==> config.mk <==
export PLATFORM = sky130hd
export DESIGN_NAME = flpd_entry_decode
export DESIGN_NICKNAME = d
export VERILOG_FILES = /design/src/flpd_pkg.sv /design/src/flpd_entry_decode.sv
export SDC_FILE = /design/constraint.sdc
export NUM_CORES = 1
export LEC_CHECK = 0
export BUFFER_PORTS_ARGS = -buffer_cell sky130_fd_sc_hd__buf_4
export CAP_MARGIN = 10
export CORE_MARGIN = 2
export CORE_UTILIZATION = 51
export DETAILED_ROUTE_END_ITERATION = 12
export GPL_TIMING_DRIVEN = 0
export PLACE_DENSITY = 0.75
export SYNTH_ARGS = -nofsm -noshare
export SYNTH_HDL_FRONTEND = slang
export SYNTH_SLANG_ARGS = --single-unit
export TNS_END_PERCENT = 5
==> constraint.sdc <==
create_clock -name pclk -period 3.4 [get_ports pclk]
set_clock_uncertainty 0.05 [all_clocks]
set_input_delay 0.17 -clock pclk [delete_from_list [all_inputs] [get_ports pclk]]
set_output_delay 0.17 -clock pclk [all_outputs]
set_load 0.005 [all_outputs]
==> src/flpd_pkg.sv <==
// Package of entry field positions, encodings and APB map for the decoder.
package flpd_pkg;

    // ------------------------------------------------------------------
    // Entry field positions
    // ------------------------------------------------------------------
    localparam int ENT_W           = 64;
    localparam int BIT_PRESENT     = 0;
    localparam int BIT_WRITE_OK    = 1;
    localparam int BIT_USER_OK     = 2;
    localparam int BIT_WT          = 3;
    localparam int BIT_CD          = 4;
    localparam int BIT_USED        = 5;
    localparam int BIT_LARGE_LEAF  = 7;
    localparam int BIT_EXT_USED    = 10;
    localparam int BIT_ADDR_LO     = 12;
    localparam int BIT_RSV_HI      = 51;
    localparam int BIT_EXEC_DIS    = 63;
    localparam int HOST_AW_DEFAULT = 48;

    // ------------------------------------------------------------------
    // APB register map (byte addresses)
    // ------------------------------------------------------------------
    localparam logic [7:0] OFF_CTRL     = 8'h00;
    localparam logic [7:0] OFF_ENT_LO   = 8'h04;
    localparam logic [7:0] OFF_ENT_HI   = 8'h08;
    localparam logic [7:0] OFF_STATUS   = 8'h0c;
    localparam logic [7:0] OFF_BASE_LO  = 8'h10;
    localparam logic [7:0] OFF_BASE_HI  = 8'h14;
    localparam logic [7:0] OFF_UPD_LO   = 8'h18;
    localparam logic [7:0] OFF_CAP      = 8'h1c;

    // CTRL bits.
    localparam int C_EXT_EN   = 0;
    localparam int C_EXT_SUP  = 1;
    localparam int C_NX_EN    = 2;
    localparam int C_WP_EN    = 3;
    localparam int C_NEST_EN  = 4;
    localparam int C_COHERENT = 5;
    localparam int C_USER     = 6;
    localparam int C_WRITE    = 7;
    localparam int C_EXEC     = 8;
    localparam int C_SECOND   = 9;
    localparam int CTRL_W     = 10;

    // STATUS bits.
    localparam int S_OK       = 0;
    localparam int S_NOT_PRES = 1;
    localparam int S_MALFORM  = 2;
    localparam int S_USER_DEN = 3;
    localparam int S_WR_DEN   = 4;
    localparam int S_EX_DEN   = 5;
    localparam int S_GPA      = 6;
    localparam int S_MT_LO    = 7;
    localparam int S_LEAF     = 9;
    localparam int S_EXT_SET  = 10;
    localparam int S_BUSY     = 11;

    localparam logic [31:0] RESET_WORD = 32'h0000_0000;
    localparam logic [31:0] ONE_GIG_SUPPORT_DEF = 32'h0000_0001;
    localparam logic [1:0]  MT_DEFAULT = 2'h0;

    // Decoder progress.
    typedef enum logic [1:0] {
        FLPD_IDLE   = 2'b00,
        FLPD_DECIDE = 2'b01,
        FLPD_DONE   = 2'b10
    } flpd_state_e;

endpackage : flpd_pkg

==> src/flpd_entry_decode.sv <==
// Top-level paging entry decoder with APB register access.
//
// Our own choices: the register offsets and the APB register port.
`timescale 1ns/1ps
`default_nettype none

// How it works
// RULE1 - With extended-used enabled, set entry bit 10 on every access. The code sets it only for present entries that are not malformed.
// RULE2 - Ignore bit 10 without support or without the space's enable.
// RULE3 - Deny execute when bit 63 and no-execute enable are both one.
// RULE4 - Bits host width minus one down to 12 form the next-table base.
// RULE5 - Nested enable marks the table address as guest-physical.
// RULE6 - Bit 5 is the used bit, set when the entry translates.
// RULE7 - Only coherent requesters take memory type from bits 4 and 3.
// RULE8 - Bit 2 clear refuses user-privilege requests.
// RULE9 - Bit 1 clear denies user writes, and supervisor writes if protected.
// RULE10 - Bit 0 must be one for the entry to be usable.
// RULE11 - A capability field reports one-gigabyte leaf support.
// RULE12 - A second-level entry is a gigabyte leaf only with bit 7 set.
// RULE13 - Nonzero reserved bits mark the entry malformed and fail it.
module flpd_entry_decode #(
    parameter int HOST_AW = flpd_pkg::HOST_AW_DEFAULT,
    parameter logic [31:0] ONE_GIG_SUPPORT = flpd_pkg::ONE_GIG_SUPPORT_DEF
) (
    // Clock and reset
    input  wire logic        pclk,
    input  wire logic        presetn,
    // APB slave
    input  wire logic        psel,
    input  wire logic        penable,
    input  wire logic        pwrite,
    input  wire logic [7:0]  paddr,
    input  wire logic [31:0] pwdata,
    output logic      [31:0] prdata,
    output logic             pready,
    output logic             pslverr
);
    import flpd_pkg::*;

    // ------------------------------------------------------------------
    // Registers
    // ------------------------------------------------------------------
    logic [CTRL_W-1:0] ctrl_q;
    logic [ENT_W-1:0]  entry_q;
    logic [31:0]       status_q;
    logic [ENT_W-1:0]  base_q;
    logic [ENT_W-1:0]  upd_q;
    flpd_state_e       state_q;
    logic              start_q;
    logic [31:0]       rd_word;
    logic [31:0]       prdata_q;

    logic wr_en;
    logic rd_en;
    logic addr_ok;

    // Register offsets recognised by the slave.
    function automatic logic mapped(input logic [7:0] a);
        mapped = (a == OFF_CTRL) || (a == OFF_ENT_LO) ||
                 (a == OFF_ENT_HI) || (a == OFF_STATUS) ||
                 (a == OFF_BASE_LO) || (a == OFF_BASE_HI) ||
                 (a == OFF_UPD_LO) || (a == OFF_CAP);
    endfunction : mapped

    // Zero-wait slave; unmapped addresses answer with an error.
    // Reads are picked up in the setup phase, writes in the access phase.
    assign addr_ok = mapped(paddr);
    assign pready  = 1'b1;
    assign pslverr = psel && penable && !addr_ok;
    assign wr_en   = psel && penable && pwrite && addr_ok;
    assign rd_en   = psel && !penable && !pwrite;

    // ------------------------------------------------------------------
    // Combinational decode of the held entry
    // ------------------------------------------------------------------
    logic [ENT_W-1:0] rsv_mask;
    logic [ENT_W-1:0] addr_mask;
    logic             present;
    logic             malformed;
    logic             user_den;
    logic             wr_den;
    logic             ex_den;
    logic             ext_active;
    logic             leaf;
    logic [1:0]       mem_type;
    logic             pass;

    // Masks follow the host address width parameter.
    always_comb begin
        rsv_mask  = '0;
        addr_mask = '0;
        for (int i = 0; i < ENT_W; i++) begin
            if (i >= HOST_AW && i <= BIT_RSV_HI) begin
                rsv_mask[i] = 1'b1;
            end
            if (i >= BIT_ADDR_LO && i < HOST_AW) begin
                addr_mask[i] = 1'b1;
            end
        end
    end

    always_comb begin
        // RULE10 present check
        present = entry_q[BIT_PRESENT];
        // RULE13 reserved bits, bit 7 reserved only at the top level
        malformed = |(entry_q & rsv_mask) ||
                    (!ctrl_q[C_SECOND] && entry_q[BIT_LARGE_LEAF]);
        // RULE12 gigabyte leaf only for second-level entries
        leaf = ctrl_q[C_SECOND] && entry_q[BIT_LARGE_LEAF];
        // RULE8 user privilege check
        user_den = ctrl_q[C_USER] && !entry_q[BIT_USER_OK];
        // RULE9 write permission check
        wr_den = ctrl_q[C_WRITE] && !entry_q[BIT_WRITE_OK] &&
                 (ctrl_q[C_USER] || ctrl_q[C_WP_EN]);
        // RULE3 execute disable
        ex_den = ctrl_q[C_EXEC] && ctrl_q[C_NX_EN] &&
                 entry_q[BIT_EXEC_DIS];
        // RULE2 extended-used needs support and enable
        ext_active = ctrl_q[C_EXT_SUP] && ctrl_q[C_EXT_EN];
        // RULE7 memory type only for coherent requesters
        mem_type = ctrl_q[C_COHERENT] ?
                   {entry_q[BIT_CD], entry_q[BIT_WT]} : MT_DEFAULT;
        pass = present && !malformed && !user_den && !wr_den && !ex_den;
    end

    // ------------------------------------------------------------------
    // Decode sequencing
    // ------------------------------------------------------------------
    // A launch that lands in DONE goes straight on, so a quick relaunch
    // of the next entry is not lost.
    always_ff @(posedge pclk or negedge presetn) begin
        if (!presetn) begin
            state_q <= FLPD_IDLE;
        end else begin
            case (state_q)
                FLPD_IDLE:   state_q <= start_q ? FLPD_DECIDE : FLPD_IDLE;
                FLPD_DECIDE: state_q <= FLPD_DONE;
                FLPD_DONE:   state_q <= start_q ? FLPD_DECIDE : FLPD_IDLE;
                default:     state_q <= FLPD_IDLE;
            endcase
        end
    end

    // Writing the high entry word launches a decode.
    always_ff @(posedge pclk or negedge presetn) begin
        if (!presetn) begin
            start_q <= 1'b0;
        end else begin
            start_q <= wr_en && (paddr == OFF_ENT_HI);
        end
    end

    // Control register.
    always_ff @(posedge pclk or negedge presetn) begin
        if (!presetn) begin
            ctrl_q <= '0;
        end else if (wr_en && paddr == OFF_CTRL) begin
            ctrl_q <= pwdata[CTRL_W-1:0];
        end
    end

    // Entry image written by software.
    always_ff @(posedge pclk or negedge presetn) begin
        if (!presetn) begin
            entry_q <= '0;
        end else if (wr_en && paddr == OFF_ENT_LO) begin
            entry_q[31:0] <= pwdata;
        end else if (wr_en && paddr == OFF_ENT_HI) begin
            entry_q[63:32] <= pwdata;
        end
    end

    // Result of a decode, latched when it completes.
    always_ff @(posedge pclk or negedge presetn) begin
        if (!presetn) begin
            status_q <= RESET_WORD;
            base_q   <= '0;
            upd_q    <= '0;
        end else if (state_q == FLPD_DECIDE) begin
            status_q              <= RESET_WORD;
            status_q[S_OK]        <= pass;
            status_q[S_NOT_PRES]  <= !present;
            status_q[S_MALFORM]   <= malformed;
            status_q[S_USER_DEN]  <= user_den;
            status_q[S_WR_DEN]    <= wr_den;
            status_q[S_EX_DEN]    <= ex_den;
            // RULE5 guest-physical marking
            status_q[S_GPA]       <= ctrl_q[C_NEST_EN];
            status_q[S_MT_LO+1 -: 2] <= mem_type;
            status_q[S_LEAF]      <= leaf;
            status_q[S_EXT_SET]   <= pass && ext_active;
            // RULE4 next-table base from the address field
            base_q <= entry_q & addr_mask;
            upd_q  <= entry_q;
            if (present && !malformed) begin
                // RULE6 used bit recorded on access
                upd_q[BIT_USED] <= 1'b1;
                // RULE1 extended-used bit set when enabled
                if (ext_active) begin
                    upd_q[BIT_EXT_USED] <= 1'b1;
                end
            end
        end
    end

    // Read word selected by the address; unmapped places read as zero.
    always_comb begin
        rd_word = RESET_WORD;
        case (paddr)
            OFF_CTRL:    rd_word[CTRL_W-1:0] = ctrl_q;
            OFF_ENT_LO:  rd_word = entry_q[31:0];
            OFF_ENT_HI:  rd_word = entry_q[63:32];
            OFF_STATUS:  begin
                rd_word = status_q;
                rd_word[S_BUSY] = (state_q != FLPD_IDLE) || start_q;
            end
            OFF_BASE_LO: rd_word = base_q[31:0];
            OFF_BASE_HI: rd_word = base_q[63:32];
            OFF_UPD_LO:  rd_word = upd_q[31:0];
            // RULE11 gigabyte leaf capability
            OFF_CAP:     rd_word = ONE_GIG_SUPPORT;
            default:     rd_word = RESET_WORD;
        endcase
    end

    // Read data is captured at the end of the setup phase, so the answer
    // comes from a flop and still needs no wait state. The price is that
    // the status word shows the decoder as it was one cycle earlier.
    always_ff @(posedge pclk or negedge presetn) begin
        if (!presetn) begin
            prdata_q <= RESET_WORD;
        end else if (rd_en) begin
            prdata_q <= rd_word;
        end else if (!(psel && penable)) begin
            prdata_q <= RESET_WORD;
        end
    end

    // The bus sees the captured word directly.
    assign prdata = prdata_q;
endmodule : flpd_entry_decode

`default_nettype wire

; Word level (Yosys, flattened, before mapping)
; Cells that the tools add are included.
; Widths: inputs -> output; s select.
[word_totals]
register_bits = 188
[classes]
reduce_logical = 49
eq_ne = 10
bitwise = 1
mux = 10
[ops]
columns = op, count
row1 = $pmux 22 s6, 1
row2 = $pmux 10 s7, 1
row3 = $mux 32, 2
row4 = $eq 8x5->1 const B, 4
row5 = $logic_and 1x1->1, 22
row6 = $eq 8x4->1 const B, 2
row7 = $logic_not 1->1, 11
row8 = $logic_or 1x1->1, 10
row9 = $eq 8x3->1 const B, 1
row10 = $logic_not 8->1, 1
row11 = $mux 1, 4
row12 = $pmux 2 s2, 1
row13 = $reduce_or 4->1, 1
row14 = $eq 2x1->1 const B, 1
row15 = $eq 2x2->1 const B, 1
row16 = $logic_not 2->1, 1
row17 = $mux 2, 1
row18 = $ne 2x2->1 const B, 1
row19 = $reduce_and 2->1, 1
row20 = $reduce_bool 2->1, 1
row21 = $reduce_or 2->1, 1
row22 = $not 1->1, 1

; Depth between registers and ports, before layout
; Gate-level depths: netlist of run 1.
[depth]
depth_word = 12
ltp_mapped = 7

; Least setup slack after synthesis of run 1
; No wires, ideal clock.
[synth_path]
path_type = input-to-reg
startpoint = input port paddr[0]
endpoint = register ctrl_q[0]
arrival_ns = 1.693
path_slack_ns = 1.532
required_ns = 3.225
setup_time_ns = 0.125
path_stages = 6
path_cell_list = buf_4 or3_4 or2_0 buf_2 nor3_4 mux2_2
[synth_via]
elab_chain_len = 10
word_cells_on_any_way = 17
classes_between = 7 x eq/ne / 10 x reduce/logical
[synth_rtl]
columns = item, line
row1 = from (decl), flpd_entry_decode.sv:32  ; input wire logic [7:0] paddr,
row2 = $eq 8x3->1 / $logic_not 8->1 (equally long branches), "flpd_entry_decode.sv:59, flpd_entry_decode.sv:157"
row3 = $logic_or 1x1->1 (2 in a row), flpd_entry_decode.sv:59  ; mapped = (a == OFF_CTRL) || (a == OFF_ENT_LO) ||
row4 = $logic_or 1x1->1 (2 in a row), flpd_entry_decode.sv:60  ; (a == OFF_ENT_HI) || (a == OFF_STATUS) ||
row5 = $logic_or 1x1->1 (2 in a row), flpd_entry_decode.sv:61  ; (a == OFF_BASE_LO) || (a == OFF_BASE_HI) ||
row6 = $logic_or 1x1->1, flpd_entry_decode.sv:62  ; (a == OFF_UPD_LO) || (a == OFF_CAP);
row7 = $logic_and 1x1->1, flpd_entry_decode.sv:70  ; assign wr_en = psel && penable && pwrite && addr_ok;
row8 = $logic_and 1x1->1 (*), flpd_entry_decode.sv:157  ; end else if (wr_en && paddr == OFF_CTRL) begin
row9 = to (signal assigned), flpd_entry_decode.sv:158  ; ctrl_q <= pwdata[CTRL_W-1:0];
row10 = to (decl), flpd_entry_decode.sv:43  ; logic [CTRL_W-1:0] ctrl_q;
; Every way passes the cells marked *; elsewhere a longest branch is shown, timed or not.
; A chain may end at the register's enable or synchronous reset.

; Worst setup path after layout of run 1
[layout_path]
startpoint = input port paddr[5]
endpoint = register prdata_q[1], in the netlist prdata[1]
[layout_via]
elab_chain_len = 3
word_cells_on_any_way = 9
classes_between = 6 x eq/ne / 2 x mux / 1 x reduce/logical
[layout_rtl]
columns = item, line
row1 = "$eq 8x5->1, or another cell as far along", flpd_entry_decode.sv:209  ; case (paddr)
row2 = $pmux 10 s7 (*), flpd_entry_decode.sv:209
row3 = $mux 32 (*), flpd_entry_decode.sv:232  ; end else if (rd_en) begin
row4 = to (signal assigned), flpd_entry_decode.sv:233  ; prdata_q <= rd_word;
row5 = to (decl), flpd_entry_decode.sv:51  ; logic [31:0] prdata_q;
; Marks and branches as above.

==> run_summary.xml, run 1 <==
<?xml version="1.0" encoding="UTF-8"?>
<metrics>
  <group name="run_status">
    <metric name="status" unit="">completed</metric>
  </group>
  <group name="layout">
    <metric name="synthToLayoutAreaGrowth" unit="%">23.2</metric>
    <metric name="antenna-diode-count" unit="">0</metric>
    <metric name="final_cells" unit="">1000</metric>
    <metric name="layout.nets" unit="">848</metric>
    <metric name="drive_gt1_share" unit="%">25.1</metric>
  </group>
  <group name="timing">
    <metric name="final-hold-violation-count" unit="">0</metric>
    <metric name="final-setup-viol-count" unit="">0</metric>
    <metric name="slew_viol_final" unit="">0</metric>
    <metric name="tightestPinTransition" unit="ns">1.30</metric>
    <metric name="setup-tns-final" unit="ns">0</metric>
    <metric name="post-route-min-period" unit="ns">2.18</metric>
    <metric name="relSlewSlack" unit="%">12.7</metric>
    <metric name="fin_crit_sh" unit="%">64.0</metric>
    <metric name="grt_setup_unrepaired" unit="">no</metric>
    <metric name="achievable-frequency" unit="MHz">459</metric>
    <metric name="post-route-worst-setup-slack" unit="ns">1.22</metric>
  </group>
  <group name="setup_path">
    <metric name="critical_path_required" unit="ns">3.69</metric>
    <metric name="worst_path_dominant_cell_family" unit="">simple AND/OR/NAND/NOR gates</metric>
    <metric name="crit_path_max_incr_delay" unit="ns">1.00</metric>
    <metric name="worstSetupEndpointType" unit="">register</metric>
    <metric name="library_cell_contributing_the_largest_single_delay_on_the_critical_path" unit="">sky130_fd_sc_hd__nor4_1</metric>
    <metric name="critical_setup_path_kind" unit="">input port to register</metric>
    <metric name="crit_chain" unit="">buf_4 &gt; or3_1 &gt; buf_2 &gt; nor4_1 &gt; a211oi_1 &gt; o21ai_0</metric>
    <metric name="crit_buf_inv" unit="">2</metric>
    <metric name="crit_fanout" unit="">10</metric>
    <metric name="critical_path_arrival" unit="ns">2.47</metric>
    <metric name="worst_setup_path_start_kind" unit="">input port</metric>
  </group>
  <group name="synth">
    <metric name="synth_largest_type_area_fraction" unit="%">56.5</metric>
    <metric name="syn_area_per_cell" unit="sq um">11.0</metric>
    <metric name="synth_top_flop_cell" unit="">sky130_fd_sc_hd__dfrtp_1</metric>
    <metric name="yosysSeqAreaShare" unit="%">56.5</metric>
    <metric name="synthArstFlopShare" unit="%">100</metric>
    <metric name="ys_types" unit="">54</metric>
    <metric name="synth_adder_area_share" unit="%">0</metric>
    <metric name="syn-instance-count" unit="">678</metric>
    <metric name="total_standard_cell_area_after_synthesis" unit="sq mm">0.00744</metric>
    <metric name="post_synth_xor_area_fraction" unit="%">0</metric>
    <metric name="synthesis_warnings" unit="">0</metric>
    <metric name="netlist.top_cell.by_area" unit="">sky130_fd_sc_hd__dfrtp_1</metric>
    <metric name="largest_family_of_logic_cells_by_synthesized_area" unit="">simple AND/OR/NAND/NOR gates</metric>
    <metric name="post_synth_and_or_nand_nor_area_fraction" unit="%">14.7</metric>
    <metric name="most_area_consuming_cells_after_synthesis" unit="">sky130_fd_sc_hd__dfrtp_1 (56%), sky130_fd_sc_hd__mux2_2 (12%), sky130_fd_sc_hd__nand2_1 (9.4%)</metric>
    <metric name="ys_ff_latch" unit="">168</metric>
    <metric name="syn-num-nets" unit="">723</metric>
    <metric name="synth-compound-area-share" unit="%">11.8</metric>
    <metric name="count_of_flip_flops_with_a_built_in_enable_after_synthesis" unit="">0</metric>
    <metric name="muxShareOfSynthArea" unit="%">13.8</metric>
  </group>
  <group name="clock_tree">
    <metric name="cts.reportedPaths.clkPinSlew" unit="ns">0.06</metric>
    <metric name="cts.repair_timing.setup_buffer_count" unit="">0</metric>
    <metric name="cts-root-buf" unit="">sky130_fd_sc_hd__clkbuf_16</metric>
    <metric name="clock_insertion_delay_worst_skew" unit="ns">0.43</metric>
    <metric name="cts_repair_resize_count" unit="">0</metric>
    <metric name="tritoncts" unit="">done</metric>
    <metric name="clock_path_buffers" unit="">2</metric>
    <metric name="clkSinkCount" unit="">168</metric>
    <metric name="htree_levels" unit="">4</metric>
    <metric name="cts_inserted_buffers" unit="">17</metric>
    <metric name="postCtsHoldBufs" unit="">33</metric>
  </group>
  <group name="drt">
    <metric name="detail_route.vias_per_cell" unit="">5.98</metric>
    <metric name="detail-route-antenna-nets" unit="">0</metric>
    <metric name="first_pass_iters" unit="">6</metric>
    <metric name="via_count" unit="">5978</metric>
    <metric name="postRouteWirelength" unit="microns">20400</metric>
    <metric name="drcViolationCount" unit="">0</metric>
    <metric name="post_drt_wl_per_cell" unit="microns">20.4</metric>
    <metric name="drt_iter0_drc" unit="">592</metric>
  </group>
  <group name="pwr">
    <metric name="power_density_over_the_cells" unit="mW/mm^2">456</metric>
    <metric name="power.leakage" unit="nW">4.45</metric>
    <metric name="peakVddDrop" unit="mV">0.375</metric>
  </group>
  <group name="floorplan">
    <metric name="pin_count" unit="">79</metric>
    <metric name="rows" unit="">44</metric>
    <metric name="core-area" unit="sq mm">0.0144</metric>
    <metric name="dieWidth" unit="microns">125</metric>
    <metric name="die_height" unit="microns">125</metric>
    <metric name="initial_core_util" unit="%">51.6</metric>
    <metric name="dieArea" unit="sq mm">0.0156</metric>
  </group>
  <group name="run">
    <metric name="drv_cap" unit="">0</metric>
  </group>
  <group name="grt">
    <metric name="grt_antenna_before_repair" unit="">0</metric>
    <metric name="grt_remaining_overflow" unit="">0</metric>
    <metric name="grt.total_usage" unit="%">27.3</metric>
    <metric name="number_of_global_route_vias_before_repair" unit="">6064</metric>
    <metric name="wire_length_of_the_first_global_routing_pass" unit="microns">33000</metric>
    <metric name="grt_max_degree" unit="">100</metric>
  </group>
  <group name="placed_design">
    <metric name="gpl_congestion" unit="">0.981</metric>
    <metric name="place.detailed.instances" unit="">935</metric>
    <metric name="io_buffers" unit="">72</metric>
    <metric name="place_ws" unit="ns">0.979</metric>
    <metric name="place.detailed.hpwl" unit="microns">13800</metric>
  </group>
  <group name="hold_path">
    <metric name="worstHoldPathType" unit="">input port to register</metric>
  </group>
</metrics>
-- layout by cell type, fill, tap and decap left out, types with 6 or more instances in the layout --
cell type | synthesis | layout
sky130_fd_sc_hd__a2bb2oi_1 | 19 | 19
sky130_fd_sc_hd__buf_4 | 9 | 80
sky130_fd_sc_hd__inv_1 | 6 | 6
sky130_fd_sc_hd__mux2i_1 | 8 | 8
sky130_fd_sc_hd__mux2_2 | 77 | 77
sky130_fd_sc_hd__o21ai_0 | 43 | 43
sky130_fd_sc_hd__buf_2 | 6 | 6
sky130_fd_sc_hd__dlygate4sd3_1 | 0 | 33
sky130_fd_sc_hd__nand3_1 | 10 | 10
sky130_fd_sc_hd__a221oi_1 | 7 | 7
sky130_fd_sc_hd__a22oi_1 | 23 | 23
sky130_fd_sc_hd__clkbuf_16 | 0 | 17
sky130_fd_sc_hd__nand2_1 | 187 | 187
sky130_fd_sc_hd__clkbuf_1 | 25 | 30
sky130_fd_sc_hd__dfrtp_1 | 168 | 168
sky130_fd_sc_hd__a21oi_1 | 10 | 10
-- power by group --
group          leakage, nW  internal, W  switching [W]  total (W)
clock network        0.281      0.00116       0.000766    0.00193
registers             2.34      0.00201      0.0000131    0.00203
logic                 1.83    0.0000974       0.000136   0.000233
total                 4.45      0.00327       0.000915    0.00419
-- per-stage QoR --
stage / hold WS (ns) / total power, W / cell area (sq um) / utilization (%)
after floorplan: -0.176 / 0.00214 / 7440 / -
after global placement: 0.354 / 0.00225 / 8220 / 57.0
after detailed placement: 0.115 / 0.00226 / 8250 / 57.2
after CTS: 0.125 / 0.00420 / 9170 / 63.6
after global routing: 0.149 / 0.00431 / 9170 / 63.6
final: 0.137 / 0.00419 / 9170 / 63.6
-- synthesized netlist by cell type, types with 3 or more instances --
| cell | count |
|---|---|
| sky130_fd_sc_hd__nand2_1 | 187 |
| sky130_fd_sc_hd__nand3_1 | 10 |
| sky130_fd_sc_hd__nor2b_1 | 5 |
| sky130_fd_sc_hd__a2bb2oi_1 | 19 |
| sky130_fd_sc_hd__mux2_2 | 77 |
| sky130_fd_sc_hd__o21ai_0 | 43 |
| sky130_fd_sc_hd__or3b_2 | 3 |
| sky130_fd_sc_hd__buf_4 | 9 |
| sky130_fd_sc_hd__buf_1 | 5 |
| sky130_fd_sc_hd__clkbuf_1 | 25 |
| sky130_fd_sc_hd__a22oi_1 | 23 |
| sky130_fd_sc_hd__dfrtp_1 | 168 |
| sky130_fd_sc_hd__mux2i_1 | 8 |
| sky130_fd_sc_hd__buf_2 | 6 |
| sky130_fd_sc_hd__o22a_1 | 5 |
| sky130_fd_sc_hd__inv_1 | 6 |
| sky130_fd_sc_hd__nor3_1 | 4 |
| sky130_fd_sc_hd__mux2_1 | 3 |
| sky130_fd_sc_hd__a221oi_1 | 7 |
| sky130_fd_sc_hd__a211oi_1 | 4 |
| sky130_fd_sc_hd__nor2_1 | 3 |
| sky130_fd_sc_hd__a21oi_1 | 10 |
| sky130_fd_sc_hd__a22o_1 | 4 |
-- state kept, by name, summed over array words and instances (netlist names) --
name / flops
base_q: 17
ctrl_q: 10
entry_q: 64
prdata: 32
start_q: 1
state_q: 2
status_q: 11
upd_q: 31
-- worst paths after layout --
kind / startpoint / to / slack, ns / depth (start not counted)
worst max-delay path: paddr[5] / prdata[1] / 1.22 / 6
worst max register to register: entry_q[51] / status_q[10] / 1.29 / 4
worst min register to register: status_q[0] / status_q[0] / 0.42 / 2
min in group asynchronous: presetn / ctrl_q[5] / 0.21 / 2
max in group asynchronous: presetn / prdata[17] / 2.22 / 3
worst min-delay path: penable / prdata[11] / 0.14 / 3
-- kinds of logic (layout without fill, tap and decap cells) --
logic type             Yosys count  after routing
AOI/OAI and AO/OA              128            128
muxes                           90             90
other                            1              1
DFF                            168            168
buffers and inverters           52            190
and+or+nand+nor                239            239
-- tightest hold or removal path, stage by stage --
cell and delay (ns):
sky130_fd_sc_hd__buf_4 0.08, sky130_fd_sc_hd__nor3b_1 0.08, sky130_fd_sc_hd__a32o_1 0.25
-- final cells by class --
cell class / count / area [sq um]
Multi-Input combinational cell: 458 / 3000
Timing Repair Buffer: 106 / 906
Sequential cell: 168 / 4200
Tap cell: 184 / 230
Inverter: 6 / 22.5
Buffer: 46 / 221
Fill cell: 1141 / 5260
Clock inverter: 6 / 88.8
Clock buffer: 26 / 499
-- per-layer routing --
layer	global-route usage, %	up-vias	part of all wire (%)
li1	-	2628	-
met1	37.6	3036	42
met2	43.3	268	47
met3	4.73	46	8.0
met4	11.6	0	2.8
met5	0	-	0
Power figures use the tool's default switching activity.
==> inputs of run 2 (changes only) <==
Settings changed: ABC_AREA set to 1, PLACE_DENSITY 0.75 to 0.77.
Clock period 3.4 ns to 1.9 ns, I/O delays scaled along.
==> run_summary.xml, run 2 <==
<?xml version="1.0" encoding="UTF-8"?>
<metrics>
  <group name="grt">
    <metric name="grt_max_degree" unit="">100</metric>
    <metric name="grt_remaining_overflow" unit="">0</metric>
    <metric name="grt.total_usage" unit="%">28.3</metric>
    <metric name="wire_length_of_the_first_global_routing_pass" unit="microns">35900</metric>
    <metric name="number_of_global_route_vias_before_repair" unit="">7054</metric>
    <metric name="grt_antenna_before_repair" unit="">0</metric>
  </group>
  <group name="synth">
    <metric name="synthArstFlopShare" unit="%">100</metric>
    <metric name="syn-num-nets" unit="">1036</metric>
    <metric name="synth_largest_type_area_fraction" unit="%">53.4</metric>
    <metric name="synth_top_cells_by_count" unit="">sky130_fd_sc_hd__nand2_1 (442), sky130_fd_sc_hd__dfrtp_1 (168), sky130_fd_sc_hd__nand4_1 (78)</metric>
    <metric name="most_area_consuming_cells_after_synthesis" unit="">sky130_fd_sc_hd__dfrtp_1 (53%), sky130_fd_sc_hd__nand2_1 (21%), sky130_fd_sc_hd__nand4_1 (6.2%)</metric>
    <metric name="total_standard_cell_area_after_synthesis" unit="sq mm">0.00788</metric>
    <metric name="ys_types" unit="">30</metric>
    <metric name="yosys.cell_count.top_type" unit="">sky130_fd_sc_hd__nand2_1</metric>
    <metric name="netlist.top_cell.by_area" unit="">sky130_fd_sc_hd__dfrtp_1</metric>
    <metric name="ys_ff_latch" unit="">168</metric>
    <metric name="synth_top_flop_cell" unit="">sky130_fd_sc_hd__dfrtp_1</metric>
    <metric name="syn-instance-count" unit="">991</metric>
    <metric name="synthesis_warnings" unit="">0</metric>
    <metric name="syn_area_per_cell" unit="sq um">7.95</metric>
    <metric name="yosysSeqAreaShare" unit="%">53.4</metric>
    <metric name="count_of_flip_flops_with_a_built_in_enable_after_synthesis" unit="">0</metric>
  </group>
  <group name="drt">
    <metric name="postRouteWirelength" unit="microns">22300</metric>
    <metric name="detail-route-antenna-nets" unit="">0</metric>
    <metric name="drcViolationCount" unit="">0</metric>
    <metric name="detail_route.vias_per_cell" unit="">5.51</metric>
    <metric name="first_pass_iters" unit="">6</metric>
    <metric name="post_drt_wl_per_cell" unit="microns">16.9</metric>
    <metric name="via_count" unit="">7283</metric>
    <metric name="drt_iter0_drc" unit="">860</metric>
  </group>
  <group name="clock_tree">
    <metric name="clock_path_buffers" unit="">2</metric>
    <metric name="cts-root-buf" unit="">sky130_fd_sc_hd__clkbuf_16</metric>
    <metric name="tritoncts" unit="">done</metric>
    <metric name="cts.reportedPaths.clkPinSlew" unit="ns">0.06</metric>
    <metric name="clock_insertion_delay_worst_skew" unit="ns">0.43</metric>
    <metric name="clkSinkCount" unit="">168</metric>
    <metric name="htree_levels" unit="">4</metric>
    <metric name="cts.repair_timing.setup_buffer_count" unit="">0</metric>
    <metric name="cts_inserted_buffers" unit="">17</metric>
  </group>
  <group name="pwr">
    <metric name="power.leakage" unit="nW">5.14</metric>
    <metric name="internal_pwr_total" unit="W">0.00579</metric>
    <metric name="p_clk_share" unit="%">46.7</metric>
    <metric name="switchingPower" unit="W">0.00162</metric>
    <metric name="peakVddDrop" unit="mV">0.582</metric>
    <metric name="switching_share" unit="%">21.8</metric>
    <metric name="share_comb_of_total_power" unit="%">4.9</metric>
    <metric name="power_density_over_the_cells" unit="mW/mm^2">767</metric>
    <metric name="p_seq_share" unit="%">48.4</metric>
  </group>
  <group name="placed_design">
    <metric name="place.detailed.hpwl" unit="microns">15100</metric>
    <metric name="gpl_congestion" unit="">0.923</metric>
    <metric name="io_buffers" unit="">77</metric>
    <metric name="place_ws" unit="ns">-0.0919</metric>
  </group>
  <group name="layout">
    <metric name="final.fill_count" unit="">1295</metric>
    <metric name="layout.nets" unit="">1166</metric>
    <metric name="final_util" unit="%">63.7</metric>
    <metric name="antenna-diode-count" unit="">0</metric>
    <metric name="mostFrequentLayoutCell" unit="">sky130_fd_sc_hd__nand2_1</metric>
    <metric name="area_used_by_multi_input_combinational_logic" unit="sq mm">0.00309</metric>
    <metric name="drive_gt1_share" unit="%">15.9</metric>
    <metric name="layout_common_cells" unit="">sky130_fd_sc_hd__nand2_1 (442), sky130_fd_sc_hd__dfrtp_1 (168), sky130_fd_sc_hd__buf_4 (84)</metric>
    <metric name="top_register" unit="">entry_q</metric>
    <metric name="total_area_of_sequential_cells" unit="sq mm">0.00420</metric>
    <metric name="largest_register_ffs" unit="">64</metric>
    <metric name="synthToLayoutAreaGrowth" unit="%">22.4</metric>
  </group>
  <group name="floorplan">
    <metric name="initial_core_util" unit="%">52.0</metric>
    <metric name="dieWidth" unit="microns">128</metric>
    <metric name="dieArea" unit="sq mm">0.0165</metric>
    <metric name="core-area" unit="sq mm">0.0151</metric>
    <metric name="die_height" unit="microns">128</metric>
    <metric name="rows" unit="">45</metric>
    <metric name="pin_count" unit="">79</metric>
  </group>
  <group name="timing">
    <metric name="tightestPinTransition" unit="ns">0.964</metric>
    <metric name="hold-worst-slack" unit="ns">0.0760</metric>
    <metric name="post-route-min-period" unit="ns">1.74</metric>
    <metric name="final-hold-violation-count" unit="">0</metric>
    <metric name="achievable-frequency" unit="MHz">574</metric>
    <metric name="grt_setup_unrepaired" unit="">no</metric>
    <metric name="relSlewSlack" unit="%">35.6</metric>
    <metric name="final-setup-viol-count" unit="">0</metric>
    <metric name="setup-tns-final" unit="ns">0</metric>
    <metric name="fin_crit_sh" unit="%">91.6</metric>
    <metric name="slew_viol_final" unit="">0</metric>
    <metric name="post-route-worst-setup-slack" unit="ns">0.159</metric>
  </group>
  <group name="setup_path">
    <metric name="crit_fanout" unit="">10</metric>
    <metric name="critical_path_arrival" unit="ns">2.05</metric>
    <metric name="worst_setup_path_start_kind" unit="">register</metric>
    <metric name="worstSetupEndpointType" unit="">register</metric>
    <metric name="critical_setup_path_kind" unit="">register to register</metric>
    <metric name="critical_path_required" unit="ns">2.21</metric>
  </group>
  <group name="run">
    <metric name="drv_cap" unit="">0</metric>
  </group>
  <group name="run_status">
    <metric name="status" unit="">completed</metric>
  </group>
  <group name="hold_path">
    <metric name="worstHoldPathType" unit="">input port to register</metric>
  </group>
</metrics>
[run 2: cell types whose count changed in the layout (fill, tap and decap cells not counted), moves of 11 or more]
cell	delta
sky130_fd_sc_hd__a2bb2oi_1	-19
sky130_fd_sc_hd__nand2_1	+255
sky130_fd_sc_hd__clkbuf_1	-11
sky130_fd_sc_hd__inv_1	+48
sky130_fd_sc_hd__a22oi_1	-23
sky130_fd_sc_hd__o21ai_0	+11
sky130_fd_sc_hd__mux2_2	-77
sky130_fd_sc_hd__nand3_1	+30
sky130_fd_sc_hd__nor2_1	+51
sky130_fd_sc_hd__buf_2	+20
sky130_fd_sc_hd__nand4_1	+76
[run 2: through the flow]
step | power [W] | instance area, sq um | cells
2_1_floorplan | 0.00374 | 7880 | 991
3_3_place_gp | 0.00395 | 8690 | 1256
3_5_place_dp | 0.00396 | 8720 | 1257
4_1_cts | 0.00740 | 9640 | 1321
5_1_grt | 0.00759 | 9640 | 1321
6_report | 0.00740 | 9640 | 1321
[run 2: kinds of logic after synthesis]
| group | after synthesis | share of synthesized area, % |
|---|---|---|
| buf+inv | 125 | 7.35 |
| other cells | 1 | 0.0476 |
| simple gates | 636 | 35.2 |
| flops | 168 | 53.4 |
| compound gates | 61 | 4.04 |
[run 2: metal layers]
metal / up-vias / track usage (%) / routed length [microns] / part of all wire, %
li1: 3414 / - / - / -
met4: 0 / 13.8 / 816 / 3.7
met5: - / 0 / 0 / 0
met2: 352 / 43.6 / 10400 / 47
met1: 3456 / 39.1 / 9370 / 42
met3: 61 / 4.63 / 1740 / 7.8
[run 2: final cells by class]
type                    count  area share [%]
clock buffers              24            5.10
multi-input cells         698            32.1
repair buffers            111            9.78
plain buffers              60            3.53
inverters                  65            2.53
well taps                 188            2.44
clock inverters             7           0.960
flip-flops and latches    168            43.6
[run 2: path summary, 6_finish.rpt]
| path | from | endpoint | slack (ns) | depth (start not counted) |
|---|---|---|---|---|
| max in group asynchronous | presetn | prdata[13] | 0.81 | 3 |
| min in group asynchronous | presetn | entry_q[36] | 0.15 | 2 |
| worst max-delay path | state_q[1] | status_q[2] | 0.16 | 6 |
| worst min-delay path | pwrite | prdata[11] | 0.08 | 4 |
| worst max register to register | state_q[1] | status_q[2] | 0.16 | 6 |
| worst min register to register | state_q[0] | state_q[0] | 0.41 | 1 |
[run 2: timing repair]
item / in CTS / in global routing
pin swaps: 0 / 0
endpoints found under the setup margin: 10 / 11
hold buffers: 33 / 0
resized for setup: 2 / 3
hold endpoints to repair: 143 / 0
[run 2: critical path, stage by stage (launching register included)]
cell,delay (ns)
sky130_fd_sc_hd__dfrtp_1,0.36
sky130_fd_sc_hd__inv_1,0.06
sky130_fd_sc_hd__nand2_1,0.17
sky130_fd_sc_hd__inv_2,0.23
sky130_fd_sc_hd__clkbuf_1,0.43
sky130_fd_sc_hd__o21ai_0,0.24
sky130_fd_sc_hd__nand2_1,0.12
[run 2: power by group through the flow]
stage | sequential, W | combinational, W | clock, W
4_1_cts | 0.00358 | 0.000366 | 0.00346
2_1_floorplan | 0.00365 | 0.0000948 | 0
5_1_grt | 0.00358 | 0.000398 | 0.00362
6_report | 0.00358 | 0.000366 | 0.00345
3_3_place_gp | 0.00365 | 0.000301 | 0
3_5_place_dp | 0.00365 | 0.000312 | 0
